File: config.mk
export PLATFORM = sky130hd
export DESIGN_NAME = aeb_poll_seq
export DESIGN_NICKNAME = d
export VERILOG_FILES = /design/src/core/aeb_poll_seq.v
export VERILOG_INCLUDE_DIRS = /design/src /design/src/core
export SDC_FILE = /design/constraint.sdc
export NUM_CORES = 1
export LEC_CHECK = 0
export BUFFER_PORTS_ARGS = -buffer_cell sky130_fd_sc_hd__buf_2
export CAP_MARGIN = 10
export CORE_ASPECT_RATIO = 1.1
export CORE_MARGIN = 2
export CORE_UTILIZATION = 44
export DETAILED_ROUTE_END_ITERATION = 7
export HOLD_SLACK_MARGIN = 0.08
export PLACE_DENSITY = 0.95
export SLEW_MARGIN = 0
export SYNTH_ARGS = -nofsm -noshare
export SYNTH_HDL_FRONTEND = slang
export SYNTH_SLANG_ARGS = --single-unit
export TNS_END_PERCENT = 10
File: constraint.sdc
create_clock -name pclk -period 4.15 [get_ports pclk]
set_input_delay 0.6225 -clock pclk [delete_from_list [all_inputs] [get_ports pclk]]
set_output_delay 0.6225 -clock pclk [all_outputs]
set_load 0.01 [all_outputs]
File: src/core/aeb_defines.vh
// Constants for the almost-empty status bus sequencer.
// Assumes an APB master on pclk and a single device clock.
//
// Behaviour
// Polled mode when mode select high at reset
// Polled mode cycles all four quadrants
// Next quadrant loaded every clock edge
// Frame mark high only during first quadrant
// Board sets exactly one chain master
// Master takes bus first edge after reset
// Master keeps bus three more cycles
// Bus outputs released without the token
// Pass token out during last quadrant
// Board chains token outputs into a ring
// Each device drives its own frame mark
// Lone device loops token output to input
// Lone device drives bus only with token
// Bus bit may lag flag one cycle
// Status bus is eight bits wide
// Quadrant maps eight queues onto bits 0..7
// Direct addressed quadrants when mode select low
// Restart at first quadrant, one-cycle token pulse
`ifndef AEB_DEFINES_VH
`define AEB_DEFINES_VH

// ****************************************
// Register map
// ****************************************
`define AEB_CTRL_OFS 12'h000
`define AEB_STATE_OFS 12'h004
`define AEB_INT_STAT_OFS 12'h008
`define AEB_INT_MASK_OFS 12'h00c

// ****************************************
// Fields
// ****************************************
`define AEB_CTRL_BUS_EN_BIT 0
`define AEB_CTRL_RESET 1'b1
`define AEB_STATE_POLLED_BIT 0
`define AEB_STATE_MASTER_BIT 1
`define AEB_STATE_OWN_BIT 2
`define AEB_STATE_QUAD_LSB 4
`define AEB_EV_TOKEN_IN 0
`define AEB_EV_FRAME 1
`define AEB_EV_TOKEN_OUT 2
`define AEB_EV_DIRECT 3
`define AEB_EV_W 4
`define AEB_INT_MASK_RESET 4'h0

// ****************************************
// Bus geometry
// ****************************************
`define AEB_BUS_W 8
`define AEB_NUM_QUAD 4
`define AEB_LAST_QUAD 2'h3
`define AEB_FIRST_QUAD 2'h0

`endif

File: src/core/aeb_poll_seq.v
// Almost-empty status bus sequencer, polled or direct quadrant mode,
// with an APB register slave and one level interrupt.
// Assumes all inputs are synchronous to pclk and the board wires the
// token ring and the master select.
`timescale 1ns/1ps
`include "aeb_defines.vh"

module aeb_poll_seq #(
  parameter NUM_QUEUES = 32,
  parameter ID_W = 3
) (
  input wire pclk,
  input wire presetn,
  input wire psel,
  input wire penable,
  input wire pwrite,
  input wire [11:0] paddr,
  input wire [31:0] pwdata,
  output reg [31:0] prdata,
  output reg pready,
  output reg pslverr,
  output reg irq,
  input wire full_reset_in,
  input wire flag_bus_mode_select,
  input wire chain_master_select,
  input wire [NUM_QUEUES-1:0] almost_empty_flag_n,
  input wire token_pass_in,
  output reg token_pass_out,
  output reg [`AEB_BUS_W-1:0] almost_empty_status_bus_n,
  output reg [`AEB_BUS_W-1:0] almost_empty_status_bus_oe,
  output reg status_bus_frame_mark,
  input wire [ID_W+1:0] read_side_address_bus,
  input wire quadrant_strobe,
  input wire [ID_W-1:0] device_id
);

  // ****************************************
  // Helpers
  // ****************************************
  // Eight consecutive queues of one quadrant onto bits 0..7
  function [`AEB_BUS_W-1:0] quad_slice;
    input [4*`AEB_BUS_W-1:0] flags;
    input [1:0] q;
    begin
      quad_slice = flags[q*`AEB_BUS_W +: `AEB_BUS_W];
    end
  endfunction

  // ****************************************
  // Configuration caught during full reset
  // ****************************************
  reg polled_reg;
  reg master_reg;
  reg in_reset_reg;
  reg own_reg;
  reg [1:0] quad_reg;
  reg [4*`AEB_BUS_W-1:0] flags_reg;
  reg bus_en_reg;
  reg [`AEB_EV_W-1:0] int_stat_reg;
  reg [`AEB_EV_W-1:0] int_mask_reg;

  wire reset_fall = in_reset_reg & ~full_reset_in;

  always @(posedge pclk or negedge presetn) begin
    if (!presetn) begin
      polled_reg <= 1'b0;
      master_reg <= 1'b0;
      in_reset_reg <= 1'b0;
    end else begin
      in_reset_reg <= full_reset_in;
      if (full_reset_in) begin
        polled_reg <= flag_bus_mode_select;
        master_reg <= chain_master_select;
      end
    end
  end

  // Padded flag image; queues above NUM_QUEUES read as not almost empty.
  // The bus output register is why a bus bit may trail the active flag; flags_reg does not feed the bus.
  wire [4*`AEB_BUS_W-1:0] flags_pad;
  generate
    if (NUM_QUEUES < 4*`AEB_BUS_W) begin : g_pad
      assign flags_pad = {{(4*`AEB_BUS_W-NUM_QUEUES){1'b1}},
                          almost_empty_flag_n};
    end else begin : g_nopad
      assign flags_pad = almost_empty_flag_n[4*`AEB_BUS_W-1:0];
    end
  endgenerate

  always @(posedge pclk or negedge presetn) begin
    if (!presetn)
      flags_reg <= {(4*`AEB_BUS_W){1'b1}};
    else
      flags_reg <= flags_pad;
  end

  // ****************************************
  // Sequencer
  // ****************************************
  reg own_next;
  reg [1:0] quad_next;
  reg tok_next;
  reg frame_next;
  reg direct_sel;
  reg tok_in_ev;

  always @* begin
    own_next = own_reg;
    quad_next = quad_reg;
    tok_next = 1'b0;
    frame_next = 1'b0;
    direct_sel = 1'b0;
    tok_in_ev = 1'b0;
    if (full_reset_in) begin
      own_next = 1'b0;
      quad_next = `AEB_FIRST_QUAD;
    end else if (polled_reg) begin
      if (own_reg) begin
        if (quad_reg == `AEB_LAST_QUAD) begin
          own_next = 1'b0;
        end else begin
          quad_next = quad_reg + 2'h1;
          // Hand over during the last quadrant so the next device
          // takes the bus at the edge this one releases it
          tok_next = (quad_next == `AEB_LAST_QUAD);
        end
      end
      if (!own_next && ((reset_fall && master_reg) ||
          (token_pass_in && !reset_fall))) begin
        own_next = 1'b1;
        quad_next = `AEB_FIRST_QUAD;
        frame_next = 1'b1;
        tok_in_ev = token_pass_in;
      end
    end else if (quadrant_strobe) begin
      direct_sel = 1'b1;
      own_next = (read_side_address_bus[ID_W+1:2] == device_id);
      quad_next = read_side_address_bus[1:0];
    end
  end

  always @(posedge pclk or negedge presetn) begin
    if (!presetn) begin
      own_reg <= 1'b0;
      quad_reg <= `AEB_FIRST_QUAD;
      token_pass_out <= 1'b0;
      status_bus_frame_mark <= 1'b0;
      almost_empty_status_bus_n <= {`AEB_BUS_W{1'b1}};
      almost_empty_status_bus_oe <= {`AEB_BUS_W{1'b0}};
    end else begin
      own_reg <= own_next;
      quad_reg <= quad_next;
      token_pass_out <= tok_next;
      status_bus_frame_mark <= frame_next;
      almost_empty_status_bus_n <= quad_slice(flags_pad, quad_next);
      almost_empty_status_bus_oe <=
        {`AEB_BUS_W{own_next & bus_en_reg}};
    end
  end

  // ****************************************
  // APB slave, one wait state
  // ****************************************
  wire setup_acc = psel & penable & ~pready;
  wire done = psel & penable & pready;
  wire mapped = (paddr == `AEB_CTRL_OFS) || (paddr == `AEB_STATE_OFS) ||
                (paddr == `AEB_INT_STAT_OFS) ||
                (paddr == `AEB_INT_MASK_OFS);
  wire [`AEB_EV_W-1:0] events = {direct_sel, tok_next, frame_next,
                                 tok_in_ev};
  wire stat_rd_clr = done & ~pwrite & (paddr == `AEB_INT_STAT_OFS);
  reg [31:0] rd_mux;

  always @* begin
    rd_mux = 32'h0000_0000;
    case (paddr)
      `AEB_CTRL_OFS: rd_mux[`AEB_CTRL_BUS_EN_BIT] = bus_en_reg;
      `AEB_STATE_OFS: begin
        rd_mux[`AEB_STATE_POLLED_BIT] = polled_reg;
        rd_mux[`AEB_STATE_MASTER_BIT] = master_reg;
        rd_mux[`AEB_STATE_OWN_BIT] = own_reg;
        rd_mux[`AEB_STATE_QUAD_LSB +: 2] = quad_reg;
      end
      `AEB_INT_STAT_OFS: rd_mux[`AEB_EV_W-1:0] = int_stat_reg;
      `AEB_INT_MASK_OFS: rd_mux[`AEB_EV_W-1:0] = int_mask_reg;
      default: rd_mux = 32'h0000_0000;
    endcase
  end

  always @(posedge pclk or negedge presetn) begin
    if (!presetn) begin
      pready <= 1'b0;
      pslverr <= 1'b0;
      prdata <= 32'h0000_0000;
      bus_en_reg <= `AEB_CTRL_RESET;
      int_mask_reg <= `AEB_INT_MASK_RESET;
      int_stat_reg <= {`AEB_EV_W{1'b0}};
      irq <= 1'b0;
    end else begin
      pready <= setup_acc;
      pslverr <= setup_acc & ~mapped;
      if (setup_acc)
        prdata <= pwrite ? 32'h0000_0000 : rd_mux;
      if (done && pwrite && paddr == `AEB_CTRL_OFS)
        bus_en_reg <= pwdata[`AEB_CTRL_BUS_EN_BIT];
      if (done && pwrite && paddr == `AEB_INT_MASK_OFS)
        int_mask_reg <= pwdata[`AEB_EV_W-1:0];
      // An event in the clearing cycle survives the clear
      int_stat_reg <= (stat_rd_clr ? {`AEB_EV_W{1'b0}} : int_stat_reg)
                      | events;
      irq <= |(((stat_rd_clr ? {`AEB_EV_W{1'b0}} : int_stat_reg)
               | events) & int_mask_reg);
    end
  end

endmodule // aeb_poll_seq

==> Word level (Yosys, flattened, before mapping) <==
Cells that the tools add are included.
{ "word_totals": {"register_bits": 61, "inputBits": 94, "word_cells": 85} }
{ "classes": {"n_addsub": 1, "eq_ne": 6, "shifts": 1, "mux": 33, "bitwise": 14, "reduce_logical": 14} }
{ "op_table": {"columns": ["operator", "n"], "rows": [
  ["32-bit by 6-bit indexed part select with 8-bit output", 1],
  ["12-bit by 4-bit equality test with 1-bit output (second input constant)", 2],
  ["1-bit 2-to-1 mux", 21],
  ["2-bit 2-to-1 mux", 7],
  ["12-bit by 3-bit equality test with 1-bit output (second input constant)", 1],
  ["12-bit zero test", 1],
  ["1-bit AND", 8],
  ["1-bit logical AND", 6],
  ["6-bit 2-to-1 mux", 1],
  ["2-bit one-hot mux with 3 select lines", 1],
  ["4-bit AND", 1],
  ["2-bit equality test (second input constant)", 2],
  ["1-bit logical OR", 4],
  ["4-bit 2-to-1 mux", 1],
  ["1-bit inverter", 4],
  ["4-bit bitwise OR", 1],
  ["1-bit one-hot mux with 4 select lines", 1],
  ["4-bit OR reduction", 1],
  ["3-bit equality test", 1],
  ["2-bit by 1-bit adder with 2-bit output (second input constant)", 1],
  ["1-bit zero test", 2],
  ["1-bit one-hot mux with 2 select lines", 1]
]} }

==> Depth between registers and ports, before layout <==
{ "depth": {"ltp_word": 13, "depth_mapped": 8, "depth_no_buf": 5} }

==> Least setup slack after synthesis <==
Ideal clock, no wire load.
{ "synth_timing": {"path_kind": "input port to flip-flop", "from": "in paddr[7]", "to": "reg int_mask_reg[0]", "setup_ns": 0.125, "arrival_time_ns": 1.929, "required_time_ns": 4.025, "setup_slack_ns": 2.096, "path_stages": 5, "n_path_buf": 0, "path_cell_list": "nor4_1 -> nand3_1 -> or3_1 -> nor2_2 -> mux2_2"} }
{ "synth_via": {"elab_chain_cells": 2} }
{ "synth_lines": {"columns": ["item", "line_no", "rtl"], "rows": [
  ["start: declaration", "aeb_poll_seq.v:17", "input wire [11:0] paddr,"],
  ["12-bit by 4-bit equality test with 1-bit output", null, null],
  ["1-bit logical AND (no source line)", null, null],
  ["end signal: assignment", "aeb_poll_seq.v:196", "int_mask_reg <= `AEB_INT_MASK_RESET;"],
  ["end signal: assignment", "aeb_poll_seq.v:207", "int_mask_reg <= pwdata[`AEB_EV_W-1:0];"],
  ["end: declaration", "aeb_poll_seq.v:60", "reg [`AEB_EV_W-1:0] int_mask_reg;"]
]} }
No other way between the ends.
A chain may end at the register's enable or synchronous reset.

==> Worst setup path in the final report <==
{ "layout_timing": {"from": "in full_reset_in", "to": "reg almost_empty_status_bus_n[7]"} }
{ "layout_via": {"elab_chain_cells": 10} }
{ "layout_lines": {"columns": ["item", "line_no", "rtl"], "rows": [
  ["start: declaration", "aeb_poll_seq.v:23", "input wire full_reset_in,"],
  ["1-bit inverter", "aeb_poll_seq.v:62", "wire reset_fall = in_reset_reg & ~full_reset_in;"],
  ["1-bit AND", "aeb_poll_seq.v:62", null],
  ["1-bit zero test", "aeb_poll_seq.v:129", "(token_pass_in && !reset_fall))) begin"],
  ["1-bit logical AND", "aeb_poll_seq.v:129", null],
  ["1-bit logical OR", "aeb_poll_seq.v:128", "if (!own_next && ((reset_fall && master_reg) ||"],
  ["1-bit logical AND", "aeb_poll_seq.v:128", null],
  ["2-bit 2-to-1 mux", "aeb_poll_seq.v:128", null],
  ["2-bit 2-to-1 mux", "aeb_poll_seq.v:117", "end else if (polled_reg) begin"],
  ["2-bit 2-to-1 mux (*)", "aeb_poll_seq.v:114", "if (full_reset_in) begin"],
  ["32-bit by 6-bit indexed part select with 8-bit output (*)", "aeb_poll_seq.v:45", "quad_slice = flags[q*`AEB_BUS_W +: `AEB_BUS_W];"],
  ["end signal: assignment", "aeb_poll_seq.v:148", "almost_empty_status_bus_n <= {`AEB_BUS_W{1'b1}};"],
  ["end signal: assignment", "aeb_poll_seq.v:155", "almost_empty_status_bus_n <= quad_slice(flags_pad, quad_next);"],
  ["end: declaration", "aeb_poll_seq.v:29", "output reg [`AEB_BUS_W-1:0] almost_empty_status_bus_n,"]
]} }
Every way passes the cells marked *; elsewhere a longest branch is shown, timed or not.

==> flow_summary.yaml <==
status:
  status: "completed"
die:
  rows: 26
  die_h_microns: 75.56
  boundaryPins: 147
  die_x_microns: 69.05
  start_util_pct: 44.97
  die-area_sq_mm: 0.005217
  core_area_sq_mm: 0.004554
detailed_routing:
  met2_length_mm: 2.125
  wire_per_inst_microns: 12.54
  drtPass1Iterations: 4
  m1WireLength_mm: 1.489
  drt_iter0_markers: 58
  highest_layer: "met4"
  via_per_inst: 4.924
  drt_wl_total_mm: 4.112
  drcViolationCount: 0
  met3_length_microns: 439
  ant_nets: 0
  route.vias.total: 1615
timing:
  max_freq_ghz: 0.4357
  tns_ns: 0
  clock_skew_ns: 0.009052
  rsz0062_at_grt: "false"
  setup_viol: 0
  worst_slew_pin_slew_ns: 0.9630
  fin_crit_sh_pct: 55.31
  slew_headroom_pct: 35.80
  fin_crit_ns: 2.295
  finalMaxSlewViolations: 0
  finalHoldViolCount: 0
clocking:
  cts_resized: 0
  cts_sinks: 35
  tritoncts: "done"
  clk_latency_ns: 0.29
  clk_pin_slew_ns: 0.06
  cts_root_buf: "clkbuf_8"
  cts_made_buffers: 5
  post_cts_buffers: 0
  hold_buffers: 0
  htreeDepth: 2
  clockBufferDepth: 2
grt:
  grt_usage_pct: 17.30
  grt_max_degree: 36
  antenna_found_initial: 0
  grt_pass1_wl_mm: 6.886
  first_global_vias: 1585
  grt_overflow: 0
pwr:
  powerDensity_mw_per_mm2: 332.6
  total_power_uw: 821.9
  leakage_uw: 0.001272
  ir_drop_v: 0.0002651
job:
  drv_cap: 0
logic_synthesis:
  synthCells: 188
  syn-cell-area_sq_mm: 0.002048
  synth-edff-count: 0
  ys_ff_latch: 35
  yosys_warnings: 0
  syn_avg_cell_area_sq_um: 10.89
  yosys_most_used_dff: "dfrtp_1"
  async_flop_share_pct: 100.0
  yosysSeqAreaShare_pct: 43.31
  synth_cell_type_count: 42
layout:
  largest_reg_flops: 8
  instances_no_fill: 328
  layout_commonest_cell: "buf_2"
  drive_above_1_share_pct: 43.38
  antenna_cells: 0
  fillCellCount: 404
  final_cell_mix: "92 x buf_2, 26 x mux2i_1, 26 x conb_1, 26 x dfrtp_1, 13 x nand2_1"
  fin_nets: 365
  syn_to_final_growth_pct: 20.65
  largest_register: "almost_empty_status_bus_n"
  fin_area_sq_mm: 0.002471
  reg_top3: "almost_empty_status_bus_n (8), prdata (6)"
worst_setup_path:
  cp_data_arrival_time_ns: 2.50
  reg2reg_depth: 5
  crit_type: "in2reg"
  endpoint_kind: "flop"
  cp_max_fo: 11
  cp.required_ns: 4.35
  crit_path_start_kind: "primary input"
placed_design:
  dp.cells: 320
  post-dp-hpwl_mm: 3.348
  gp_congestion: 0.8477
  postPlaceCellArea_sq_mm: 0.002365
  io_buffers: 92
hold_path:
  hp-class: "in2async"
-- worst paths after layout --
kind	end	slack, ns	from
worst max-delay path	almost_empty_status_bus_n[7]	1.85	full_reset_in
worst min-delay path	token_pass_out	0.41	presetn
worst max register to register	almost_empty_status_bus_n[1]	1.97	polled_reg
worst min register to register	prdata[0]	0.46	prdata[0]
max in group asynchronous	prdata[4]	3.26	presetn
min in group pclk	prdata[0]	0.46	prdata[0]
-- power breakdown --
group / total (uW) / leakage, uW / switching [uW] / internal [uW]
Clock: 295 / 0.0000524 / 116 / 180
Sequential: 386 / 0.000432 / 14.6 / 371
Combinational: 141 / 0.000787 / 74.8 / 66.3
-- synth_stat cells, drive strengths merged, types with 2 or more instances --
| master | instances | area share (%) |
|---|---|---|
| buf | 38 | 15 |
| nand3b | 2 | 0.73 |
| nand2 | 13 | 2.4 |
| a211oi | 2 | 0.73 |
| dfrtp | 26 | 32 |
| a21o | 3 | 1.1 |
| nor3 | 2 | 0.49 |
| nand2b | 3 | 0.92 |
| clkbuf | 3 | 0.55 |
| nor4 | 3 | 0.92 |
| and2 | 2 | 0.61 |
| nand3 | 5 | 1.2 |
| inv | 4 | 0.73 |
| dfstp | 9 | 12 |
| a32o | 2 | 0.98 |
| a22o | 4 | 1.7 |
| a22oi | 4 | 1.5 |
| or2 | 2 | 0.61 |
| xor2 | 3 | 1.3 |
| mux2 | 8 | 4.4 |
| nor2b | 2 | 0.61 |
| nor2 | 8 | 1.6 |
| a311oi | 2 | 0.86 |
| mux2i | 26 | 13 |
-- through the flow --
| stage | hold WS, ns | util [%] | setup slack (ns) |
|---|---|---|---|
| 3_5_place_dp | 0.4513 | 51.92 | 1.522 |
| 2_1_floorplan | 0.3269 | - | 2.096 |
| 3_3_place_gp | 0.4493 | 51.92 | 1.556 |
| 5_1_grt | 0.4601 | 54.26 | 1.661 |
| 4_1_cts | 0.4279 | 54.26 | 1.812 |
| 6_report | 0.4055 | 54.26 | 1.855 |
-- layer usage --
| layer | global-route usage [%] | up-vias |
|---|---|---|
| met2 | 32.59 | 96 |
| li1 | - | 766 |
| met1 | 17.87 | 748 |
| met3 | 6.349 | 5 |
| met5 | 0 | - |
| met4 | 6.754 | 0 |
-- final cells by class --
| cell class | count | area (sq um) | area share (%) |
|---|---|---|---|
| multi-input cells | 133 | 932.1 | 37.72 |
| flip-flops and latches | 35 | 887.1 | 35.90 |
| repair buffers | 92 | 460.4 | 18.63 |
| clock buffers | 7 | 76.32 | 3.089 |
| well taps | 56 | 70.07 | 2.835 |
| clock inverters | 1 | 30.03 | 1.215 |
| inverters | 4 | 15.01 | 0.6076 |
-- cell families (layout without fill, tap and decap cells) --
kind of cell,after synthesis,after routing,share of synthesized area [%]
compound gates,23,23,9.346
xor+xnor,4,4,1.711
buf+inv,45,104,16.07
flops,35,35,43.31
mux,35,35,18.20
other cells,1,26,0.1831
simple gates,45,45,11.18
-- critical path, stage by stage --
cell	delay, ns
buf_2	0.19
and3b_1	0.22
a21oi_1	0.22
nand3_1	0.13
a311oi_2	0.84
mux2i_1	0.27
Note: power is estimated with default switching activity, not from simulation.
